**src/common/sio_pkg.sv**
```systemverilog
// Package for the safe I/O source and paired input monitor block.
// Assumes a 250 MHz system clock and an Avalon-MM register slave.
package sio_pkg;

    // ------------------------------------------------------------
    // Sizes and timing
    // ------------------------------------------------------------
    localparam int SIO_NUM_OUT = 4;
    localparam int SIO_NUM_IN = 4;
    localparam int SIO_NUM_PAIR = 2;
    localparam int SIO_NUM_FUNC = 70;           // Function status vector width
    localparam int SIO_CLK_MHZ = 250;
    localparam int SIO_MISMATCH_MS = 100;
    localparam int SIO_MISMATCH_CYC = SIO_MISMATCH_MS * 1000 * SIO_CLK_MHZ;

    // ------------------------------------------------------------
    // Register offsets (byte addresses)
    // ------------------------------------------------------------
    localparam logic [5:0] SIO_REG_SRC0 = 6'h00;
    localparam logic [5:0] SIO_REG_SRC1 = 6'h04;
    localparam logic [5:0] SIO_REG_SRC2 = 6'h08;
    localparam logic [5:0] SIO_REG_SRC3 = 6'h0c;
    localparam logic [5:0] SIO_REG_PSRC0 = 6'h10;
    localparam logic [5:0] SIO_REG_PSRC1 = 6'h14;
    localparam logic [5:0] SIO_REG_PEN = 6'h18;
    localparam logic [5:0] SIO_REG_STATE = 6'h1c;
    localparam logic [5:0] SIO_REG_IRQ_STAT = 6'h20;
    localparam logic [5:0] SIO_REG_IRQ_MASK = 6'h24;

    // ------------------------------------------------------------
    // State register field positions
    // ------------------------------------------------------------
    localparam int SIO_ST_IN_LSB = 0;           // [3:0] input states
    localparam int SIO_ST_OUT_LSB = 4;          // [7:4] output states
    localparam int SIO_ST_PIN_LSB = 8;          // [9:8] paired input states
    localparam int SIO_ST_PIN_VLD = 10;         // [11:10] paired inputs agree
    localparam int SIO_ST_POUT_LSB = 12;        // [13:12] paired output states
    localparam int SIO_ST_POUT_VLD = 14;        // [15:14] paired outputs agree
    localparam int SIO_ST_FAULT = 16;           // Latched I/O failure

    // Interrupt status bits: per pair mismatch start, fault
    localparam int SIO_IRQ_MIS0 = 0;
    localparam int SIO_IRQ_MIS1 = 1;
    localparam int SIO_IRQ_FAULT = 2;
    localparam int SIO_IRQ_W = 3;

    // ------------------------------------------------------------
    // Selector codes
    // ------------------------------------------------------------
    localparam logic [7:0] SIO_SEL_OFF = 8'h00;
    localparam logic [7:0] SIO_SEL_TORQUE_OFF_LO = 8'h01;
    localparam logic [7:0] SIO_SEL_BRAKE_FUNC_HI = 8'h40;
    localparam logic [7:0] SIO_SEL_READY = 8'h43;
    localparam logic [7:0] SIO_SEL_RESTART_A1 = 8'h45;
    localparam logic [7:0] SIO_SEL_RESTART_A2 = 8'h46;
    localparam logic [7:0] SIO_SEL_ALWAYS_ON = 8'hff;
    // Function vector slots for restart requests
    localparam int SIO_FN_RESTART_A1 = 64;
    localparam int SIO_FN_RESTART_A2 = 65;

    // Reset values of the selectors
    localparam logic [7:0] SIO_RST_SRC0 = 8'hff;
    localparam logic [7:0] SIO_RST_SRC1 = 8'hff;
    localparam logic [7:0] SIO_RST_SRC2 = 8'h00;
    localparam logic [7:0] SIO_RST_SRC3 = 8'hff;
    localparam logic [7:0] SIO_RST_PSRC = 8'h00;
    localparam logic [1:0] SIO_RST_PEN = 2'h0;
    localparam logic [SIO_IRQ_W-1:0] SIO_RST_MASK = 3'h0;

    // Avalon-MM request bundle
    typedef struct packed {
        logic [5:0] address;
        logic read;
        logic write;
        logic [31:0] writedata;
        logic [3:0] byteenable;
    } sio_avm_req_t;

    // Bus slave states
    typedef enum logic [1:0] {
        SIO_BUS_IDLE = 2'b01,
        SIO_BUS_ACK = 2'b10
    } sio_bus_state_t;

endpackage

```
**src/core/sio_safe_io.sv**
```systemverilog
// Safe output source routing, paired input monitor and I/O state readback.
// Assumes function status arrives on clk_i; field inputs are asynchronous.
`timescale 1ns/1ns
`default_nettype none

module sio_safe_io
    import sio_pkg::*;
#(
    parameter int MISMATCH_CYC = SIO_MISMATCH_CYC
) (
    // Clock and reset
    input wire logic clk_i,
    input wire logic reset_i,
    // Avalon-MM slave
    input wire logic [5:0] avs_address_i,
    input wire logic avs_read_i,
    input wire logic avs_write_i,
    input wire logic [31:0] avs_writedata_i,
    input wire logic [3:0] avs_byteenable_i,
    output logic [31:0] avs_readdata_o,
    output logic avs_waitrequest_o,
    output logic [1:0] avs_response_o,
    // Safety function status, slot n-1 for code n in 01h-40h, slots 64 and 65 for codes 45h and 46h
    input wire logic [SIO_NUM_FUNC-1:0] func_status_i,
    // Field pins
    input wire logic [SIO_NUM_IN-1:0] safe_input_i,
    output logic [SIO_NUM_OUT-1:0] safe_output_o,
    // Fault and interrupt
    output logic io_failure_o,
    output logic safe_state_req_o,
    output logic irq_o
);

    // ------------------------------------------------------------
    // Selector decode
    // ------------------------------------------------------------
    // Map a selector to its function status bit
    function automatic logic sel_status(input logic [7:0] sel,
                                        input logic [SIO_NUM_FUNC-1:0] fs);
        logic r;
        r = 1'b0;
        if (sel == SIO_SEL_ALWAYS_ON || sel == SIO_SEL_READY) begin
            r = 1'b1;
        end else if (sel >= SIO_SEL_TORQUE_OFF_LO && sel <= SIO_SEL_BRAKE_FUNC_HI) begin
            r = fs[7'(sel - 8'h01)];
        end else if (sel == SIO_SEL_RESTART_A1) begin
            r = fs[SIO_FN_RESTART_A1];
        end else if (sel == SIO_SEL_RESTART_A2) begin
            r = fs[SIO_FN_RESTART_A2];
        end
        // Zero and unassigned codes stay off
        return r;
    endfunction

    // ------------------------------------------------------------
    // Registers and input synchronisers
    // ------------------------------------------------------------
    logic [7:0] src_sel [SIO_NUM_OUT];
    logic [7:0] pair_sel [SIO_NUM_PAIR];
    logic [SIO_NUM_PAIR-1:0] pair_en;
    logic [SIO_IRQ_W-1:0] irq_stat;
    logic [SIO_IRQ_W-1:0] irq_mask;
    logic [SIO_NUM_IN-1:0] in_meta;
    logic [SIO_NUM_IN-1:0] in_sync;
    logic [SIO_NUM_PAIR-1:0] mis_prev;
    logic [31:0] mis_cnt [SIO_NUM_PAIR];
    logic fault;
    sio_bus_state_t bus_state;
    sio_avm_req_t req;

    assign req = '{address: avs_address_i, read: avs_read_i, write: avs_write_i,
                   writedata: avs_writedata_i, byteenable: avs_byteenable_i};

    // Two-flop synchroniser for field inputs
    always_ff @(posedge clk_i) begin
        if (reset_i) begin
            in_meta <= '0;
            in_sync <= '0;
        end else begin
            in_meta <= safe_input_i;
            in_sync <= in_meta;
        end
    end

    // ------------------------------------------------------------
    // Output routing
    // ------------------------------------------------------------
    logic [SIO_NUM_OUT-1:0] next_out;
    logic [SIO_NUM_PAIR-1:0] pair_drive;
    logic [SIO_NUM_PAIR-1:0] pair_in_state;
    logic [SIO_NUM_PAIR-1:0] pair_in_vld;
    logic [SIO_NUM_PAIR-1:0] pair_out_state;
    logic [SIO_NUM_PAIR-1:0] pair_out_vld;
    logic [SIO_NUM_PAIR-1:0] mismatch;
    logic [SIO_NUM_PAIR-1:0] mis_expired;

    // Pair p joins inputs 2p,2p+1 and outputs 2p,2p+1
    genvar gp;
    generate
        for (gp = 0; gp < SIO_NUM_PAIR; gp++) begin : g_pair
            assign pair_drive[gp] = sel_status(pair_sel[gp], func_status_i);
            // Both outputs follow the paired source
            assign next_out[2*gp] = pair_en[gp] ? pair_drive[gp]
                                                : sel_status(src_sel[2*gp], func_status_i);
            assign next_out[2*gp+1] = pair_en[gp] ? pair_drive[gp]
                                                  : sel_status(src_sel[2*gp+1], func_status_i);
            // Paired input from two physical inputs
            assign pair_in_state[gp] = in_sync[2*gp] & in_sync[2*gp+1];
            assign pair_in_vld[gp] = ~(in_sync[2*gp] ^ in_sync[2*gp+1]);
            assign mismatch[gp] = pair_en[gp] & ~pair_in_vld[gp];
            assign mis_expired[gp] = mis_cnt[gp] >= 32'(MISMATCH_CYC);
            // Paired output readback
            assign pair_out_state[gp] = safe_output_o[2*gp] & safe_output_o[2*gp+1];
            assign pair_out_vld[gp] = ~(safe_output_o[2*gp] ^ safe_output_o[2*gp+1]);

            // Disagreement timer, runs only while paired and unequal
            always_ff @(posedge clk_i) begin
                if (reset_i) begin
                    mis_cnt[gp] <= '0;
                end else if (!mismatch[gp]) begin
                    mis_cnt[gp] <= '0;
                end else if (!mis_expired[gp]) begin
                    mis_cnt[gp] <= mis_cnt[gp] + 32'h1;
                end
            end
        end
    endgenerate

    // Safe state forces every output off while the fault stands
    always_ff @(posedge clk_i) begin
        if (reset_i) begin
            safe_output_o <= '0;
        end else begin
            safe_output_o <= fault ? '0 : next_out;
        end
    end

    // Latched fault, cleared only by reset
    always_ff @(posedge clk_i) begin
        if (reset_i) begin
            fault <= 1'b0;
            mis_prev <= '0;
        end else begin
            fault <= fault | (|mis_expired);
            mis_prev <= mismatch;
        end
    end

    assign io_failure_o = fault;

    always_ff @(posedge clk_i) begin
        if (reset_i) begin
            safe_state_req_o <= 1'b0;
        end else begin
            safe_state_req_o <= fault | (|mis_expired);
        end
    end

    // ------------------------------------------------------------
    // Bus decode
    // ------------------------------------------------------------
    wire bus_req = (req.read | req.write) & (bus_state == SIO_BUS_IDLE);
    wire wr_en = bus_req & req.write;
    wire wr_lo = wr_en & req.byteenable[0];
    wire hit_src0 = req.address == SIO_REG_SRC0;
    wire hit_src1 = req.address == SIO_REG_SRC1;
    wire hit_src2 = req.address == SIO_REG_SRC2;
    wire hit_src3 = req.address == SIO_REG_SRC3;
    wire hit_psrc0 = req.address == SIO_REG_PSRC0;
    wire hit_psrc1 = req.address == SIO_REG_PSRC1;
    wire hit_pen = req.address == SIO_REG_PEN;
    wire hit_state = req.address == SIO_REG_STATE;
    wire hit_istat = req.address == SIO_REG_IRQ_STAT;
    wire hit_imask = req.address == SIO_REG_IRQ_MASK;
    wire hit_any = hit_src0 | hit_src1 | hit_src2 | hit_src3 | hit_psrc0 | hit_psrc1
                   | hit_pen | hit_state | hit_istat | hit_imask;

    // State word: inputs, outputs, paired readback, fault
    wire [31:0] state_word = {15'h0, fault, pair_out_vld, pair_out_state, pair_in_vld,
                              pair_in_state, safe_output_o, in_sync};

    wire [31:0] rd_mux = hit_src0 ? {24'h0, src_sel[0]} :
                         hit_src1 ? {24'h0, src_sel[1]} :
                         hit_src2 ? {24'h0, src_sel[2]} :
                         hit_src3 ? {24'h0, src_sel[3]} :
                         hit_psrc0 ? {24'h0, pair_sel[0]} :
                         hit_psrc1 ? {24'h0, pair_sel[1]} :
                         hit_pen ? {30'h0, pair_en} :
                         hit_state ? state_word :
                         hit_istat ? {29'h0, irq_stat} :
                         hit_imask ? {29'h0, irq_mask} : 32'h0;

    // Answer one cycle after the request, waitrequest low in that cycle
    always_ff @(posedge clk_i) begin
        if (reset_i) begin
            bus_state <= SIO_BUS_IDLE;
            avs_waitrequest_o <= 1'b1;
            avs_readdata_o <= '0;
            avs_response_o <= 2'h0;
        end else begin
            unique case (bus_state)
                SIO_BUS_IDLE: begin
                    if (bus_req) begin
                        bus_state <= SIO_BUS_ACK;
                        avs_waitrequest_o <= 1'b0;
                        avs_readdata_o <= req.read ? rd_mux : 32'h0;
                        avs_response_o <= hit_any ? 2'h0 : 2'h2; // Unmapped: slave error
                    end
                end
                SIO_BUS_ACK: begin
                    bus_state <= SIO_BUS_IDLE;
                    avs_waitrequest_o <= 1'b1;
                end
            endcase
        end
    end

    // ------------------------------------------------------------
    // Configuration registers
    // ------------------------------------------------------------
    // Selectors reload defaults at every reset
    always_ff @(posedge clk_i) begin
        if (reset_i) begin
            src_sel[0] <= SIO_RST_SRC0;
            src_sel[1] <= SIO_RST_SRC1;
            src_sel[2] <= SIO_RST_SRC2;
            src_sel[3] <= SIO_RST_SRC3;
            pair_sel[0] <= SIO_RST_PSRC;
            pair_sel[1] <= SIO_RST_PSRC;
            pair_en <= SIO_RST_PEN;
            irq_mask <= SIO_RST_MASK;
        end else if (wr_lo) begin
            if (hit_src0) src_sel[0] <= req.writedata[7:0];
            if (hit_src1) src_sel[1] <= req.writedata[7:0];
            if (hit_src2) src_sel[2] <= req.writedata[7:0];
            if (hit_src3) src_sel[3] <= req.writedata[7:0];
            if (hit_psrc0) pair_sel[0] <= req.writedata[7:0];
            if (hit_psrc1) pair_sel[1] <= req.writedata[7:0];
            if (hit_pen) pair_en <= req.writedata[1:0];
            if (hit_imask) irq_mask <= req.writedata[SIO_IRQ_W-1:0];
        end
    end

    // ------------------------------------------------------------
    // Interrupts
    // ------------------------------------------------------------
    wire [SIO_IRQ_W-1:0] irq_event = {(|mis_expired) & ~fault, mismatch & ~mis_prev};
    wire [SIO_IRQ_W-1:0] irq_clr = (wr_lo & hit_istat) ? req.writedata[SIO_IRQ_W-1:0]
                                                       : {SIO_IRQ_W{1'b0}};

    // Set wins over write-one clear
    always_ff @(posedge clk_i) begin
        if (reset_i) begin
            irq_stat <= '0;
            irq_o <= 1'b0;
        end else begin
            irq_stat <= (irq_stat & ~irq_clr) | irq_event;
            irq_o <= |(((irq_stat & ~irq_clr) | irq_event) & irq_mask);
        end
    end

endmodule

`default_nettype wire

```
**config.mk**
```make
export PLATFORM = sky130hd
export DESIGN_NAME = sio_safe_io
export DESIGN_NICKNAME = d
export VERILOG_FILES = /design/src/common/sio_pkg.sv /design/src/core/sio_safe_io.sv
export SDC_FILE = /design/constraint.sdc
export NUM_CORES = 1
export LEC_CHECK = 0
export ABC_AREA = 1
export BUFFER_PORTS_ARGS = -buffer_cell sky130_fd_sc_hd__buf_2
export CORE_MARGIN = 4
export CORE_UTILIZATION = 45
export CTS_BUF_LIST = sky130_fd_sc_hd__clkbuf_8
export DETAILED_ROUTE_END_ITERATION = 8
export SYNTH_ARGS = -nofsm -noshare
export SYNTH_HDL_FRONTEND = slang
export SYNTH_SLANG_ARGS = --single-unit
```
**constraint.sdc**
```tcl
create_clock -name clk_i -period 3.1 [get_ports clk_i]
set_clock_uncertainty 0.05 [all_clocks]
set_input_delay 0.62 -clock clk_i [delete_from_list [all_inputs] [get_ports clk_i]]
set_output_delay 0.62 -clock clk_i [all_outputs]
set_load 0.005 [all_outputs]
```
Word-level counts from Yosys, hierarchy flattened
Memories as Yosys holds them, arrays and structs flattened.
Cells that the tools add are included.
Storage, ports and cells
  register bits: 61
  bits in writable memories: 112
  bits of input ports: 120
  output and inout bits: 42
  word-level logic and storage cells: 253
  memories: 3
Cells by class
  $add $sub $neg: 8
  $lt $le $gt $ge: 20
  eq/ne operators: 36
  muxes and demuxes: 107
  bitwise operators: 47
  reductions and logical operators: 19
Memories
  mis_cnt: depth 2, bits a word 32, rd ports 2, clocked after Yosys merged registers in 0, write ports 2, line sio_safe_io.sv:66  | logic [31:0] mis_cnt [SIO_NUM_PAIR];
  src_sel: depth 4, bits a word 8, rd ports 4, clocked after Yosys merged registers in 0, write ports 4, line sio_safe_io.sv:58  | logic [7:0] src_sel [SIO_NUM_OUT];
  pair_sel: depth 2, bits a word 8, rd ports 2, clocked after Yosys merged registers in 0, write ports 2, line sio_safe_io.sv:59  | logic [7:0] pair_sel [SIO_NUM_PAIR];
Operators with widths (number)
  17-bit two-way mux: 9
  8-bit by 7-bit equality test with 1-bit output, second input constant: 18
  32-bit two-way mux: 4
  1-bit two-way mux: 75
  32-bit by 1-bit adder with 32-bit output, second input constant: 2
  32-bit by 25-bit >= comparator with 1-bit output, second input constant: 2
  8-bit equality test, second input constant: 6
  8-bit by 1-bit >= comparator with 1-bit output, second input constant: 6
  8-bit by 7-bit <= comparator with 1-bit output, second input constant: 6
  7-bit by 8-bit less-than comparator with 1-bit output, second input constant: 6
  8-bit two-way mux: 6
  1-bit binary-select mux with 7-bit select: 6
  7-bit by 1-bit subtractor with 7-bit output, second input constant: 6
  6-bit by 5-bit equality test with 1-bit output, second input constant: 4
  1-bit OR: 21
  6-bit by 4-bit equality test with 1-bit output, second input constant: 2
  6-bit equality test, second input constant: 2
  1-bit bitwise AND: 11
  3-bit two-way mux: 3
  3-bit bitwise AND: 2
  6-bit by 3-bit equality test with 1-bit output, second input constant: 1
  1-bit logical AND: 6
  6-bit zero test: 1
  1-bit logical OR: 6
  other kinds (15): 26

Depth between registers and ports, before layout
  depth in word-level cells: 12
  gate-level depth with buffers: 18
  depth with buffers taken out: 16

Worst setup path before layout
No wires, ideal clock.
  path type: reg-to-reg
  from: memory pair_sel[0][0]
  to: register safe_output_o[1]
  library setup time: 0.070 ns
  arrival time: 2.315 ns
  required time: 2.980 ns
  path slack: 0.665 ns
  stages on the path, launching flop included: 18
  buffers on the path: 4
  period minus slack after synthesis: 2.435 ns
  path through: edfxtp_1 > buf_2 > inv_1 > buf_2 > ha_1 > buf_2 > inv_1 > buf_2 > o211ai_1 > nand2_1 > nand2_1 > nand3_1 > nand3_1 > nand3_1 > nand3_1 > nand2_1 > nand2_1 > a21oi_1
RTL lines
  start: declaration: line sio_safe_io.sv:59
  end signal: assignment: line sio_safe_io.sv:134  | safe_output_o <= fault ? '0 : next_out;
  end: declaration: line sio_safe_io.sv:27  | output logic [SIO_NUM_OUT-1:0] safe_output_o,

==> metrics.csv <==
metric;value;unit
layout_common_cells;nand2_1, inv_1, nand3_1;
rsz0062_at_grt;no;
ctsResizeCount;0;
maxCapViolations;0;
synth_cell_types;52;
viasPerCell;5.47;
cts_tree;done;
intPower;3.16;mW
synth_top_area_share;26.1;%
ys_seq_area_share;33.0;%
drt_iter0_markers;1285;
final_hold_viol_count;0;
power.total;4.74;mW
p_leak;6.47;nW
fill_cells;2873;
worst_ep_required_time;3400;ps
grt_pass1_vias;12061;
cp.buffers_inverters;1;
grt_max_degree;62;
slew_viol_final;0;
start_util;45.9;%
synth_warnings;0;
fp-row-count;61;
cp_cell_sequence;inv_1, ha_1, xnor2_1, nand3_1, nand3_1, nand3_1, nand3_1, nand2_1, nand2_1, nand2_1, nand2_1, a21oi_1;
grt_pass1_wl;66300;um
switching_power;1.58;mW
ys.flop_type;edfxtp_1;
final_cells;2423;
via_count;13256;
io_pins;162;
final_common_cell;nand2_1;
syn_area_per_cell;6.69;um2
postRouteWirelength;43400;um
setup-tns-final;0;ps
io_buffer_count;118;
status;complete, no violations;
dieArea;31400;um2
endpoint_kind;flip-flop;
ctsHoldBuffers;0;
critPathTopFamily;simple AND/OR/NAND/NOR gates;
setup_viol;0;
power_frac_seq;48.3;%
max_clock_freq;0.383;GHz
clock_power_share;32.7;%
die_h;177;um
slew_headroom;21.8;%
grt_usage;27.0;%
cpPeakStageDelay;820;ps
ir_worst_vdd;0.000286;V
clockBufferDepth;2;
dieWidth;177;um
globalRouteOverflowTotal;0;
num_antenna_cells;0;
hp-class;in -> reg;
crit_fanout;11;
syn2layout_area_growth;10.9;%
synthCells;1922;
crit_type;reg -> reg;
layout-drive-gt1-share;11.3;%
place_inst;2391;
final_nets;2184;
hpwl;33800;um
gp_congestion;1.01;
synth_area;12900;um2
synth-seq-cells;156;
core;28000;um2
fin_crit_sh;84.2;%
antenna_found_initial;0;
drc;0;
worstPathArrival;2910;ps
cts_setup_buffers;0;
netlist_top_cells_area;edfxtp_1, nand2_1, nand3_1, dfxtp_1, inv_1;
worst_setup_path_start_kind;flip-flop;
yosys.area.top_type;edfxtp_1;
numCtsBuffers;17;
clk_pin_slew;100;ps
h-tree-depth;4;
root_buffer;clkbuf_8;
swShare;33.4;%
drtAntennaViolNets;0;
tightestPinTransition;1160;ps
drtPass1Iterations;6;
p_per_area;332;nW/um2
combPwrFrac;18.9;%
crit_slowest_cell;xnor2_1;
r2r_setup_slack;490;ps
period_needed;2610;ps
numClockSinks;156;
synth_edf_count;112;
clock_latency;460;ps
wl_per_cell;17.9;um
synthArstFlopShare;0;%
cells in the mapped netlist, types with 2 or more instances:
cell type  instances
nor2_1           130
edfxtp_1         112
xor2_1            27
nor3_1            19
and3_1             3
o221ai_1           2
nor2_2            10
nand4_1           28
inv_2              3
a41oi_1            3
dfxtp_1           44
o31ai_1            3
o2111ai_1          3
clkbuf_1          43
a21oi_1          126
xnor2_1            8
nand2_2            7
nand3_1          209
o211ai_1         109
a22oi_1            3
nand2_1          575
inv_1            233
nor3_4             2
nand3_2            6
a211oi_1           2
clkinv_1           2
nor4_1            10
ha_1              32
nor2_4             6
o21a_1             4
nor3_2             2
nor3b_1            8
o21ai_0           82
buf_1              2
buf_4             18
buf_2             30
layer usage:
metal	global-route usage [%]	vias to the layer above	wire, um
met2	42.1	634	19200
met3	3.82	129	3360
met1	36.9	5894	18700
met4	13.2	0	2120
li1	-	6599	-
met5	0	-	0
area by class of cell:
cell class | count | area (um2) | share of cell area (%)
tap | 378 | 473 | 3.32
multi-input combinational | 1462 | 7370 | 51.6
clock buffer | 17 | 234 | 1.64
timing repair buffer | 157 | 883 | 6.19
clock inverter | 15 | 170 | 1.19
inverter | 238 | 893 | 6.26
sequential | 156 | 4240 | 29.8
power groups by stage:
stage	Clock, mW	Sequential, mW	Combinational (mW)
global placement	0	2.34	0.870
global route	1.68	2.30	0.986
floorplan	0	2.33	0.558
finish	1.55	2.29	0.897
CTS	1.59	2.29	0.880
detailed placement	0	2.34	0.877
state kept, by name (all words and copies together) (netlist names):
signal	cells
bus_state	2
safe_output_o	4
src_sel	32
safe_state_req_o	1
irq_o	1
irq_stat	3
avs_readdata_o	17
pair_en	2
in_sync	4
avs_response_o	1
irq_mask	3
mis_prev	2
in_meta	4
mis_cnt	64
pair_sel	16
worst paths after layout:
check,startpoint,cells after the start,end
setup reg to reg,src_sel[3][1],12,safe_output_o[3]
setup / recovery,src_sel[3][1],12,safe_output_o[3]
hold / removal,safe_input_i[3],3,in_meta[3]
hold reg to reg,in_meta[1],2,in_sync[1]
through the flow:
step	hold slack (ps)	setup slack [ps]	util (%)	instance area, um2
floorplan	338	665	-	13000
global placement	345	367	49.5	13900
detailed placement	345	253	49.5	13900
CTS	279	541	50.9	14300
global route	272	229	50.9	14300
finish	305	490	50.9	14300
cells by family (layout without fill, tap and decap cells):
family | Yosys count | after routing | share of synthesized area, %
compound gates | 344 | 344 | 16.1
other cells | 1 | 30 | 0.0291
buf+inv | 333 | 427 | 10.6
fa+ha+maj | 32 | 32 | 3.11
xor+xnor | 36 | 36 | 2.51
simple gates | 1020 | 1020 | 34.7
flops | 156 | 156 | 33.0
tightest hold or removal path: stages:
cell and delay (ps):
buf_2 90, inv_1 40, nor2_1 30
Note: power is estimated with default switching activity, not from simulation.
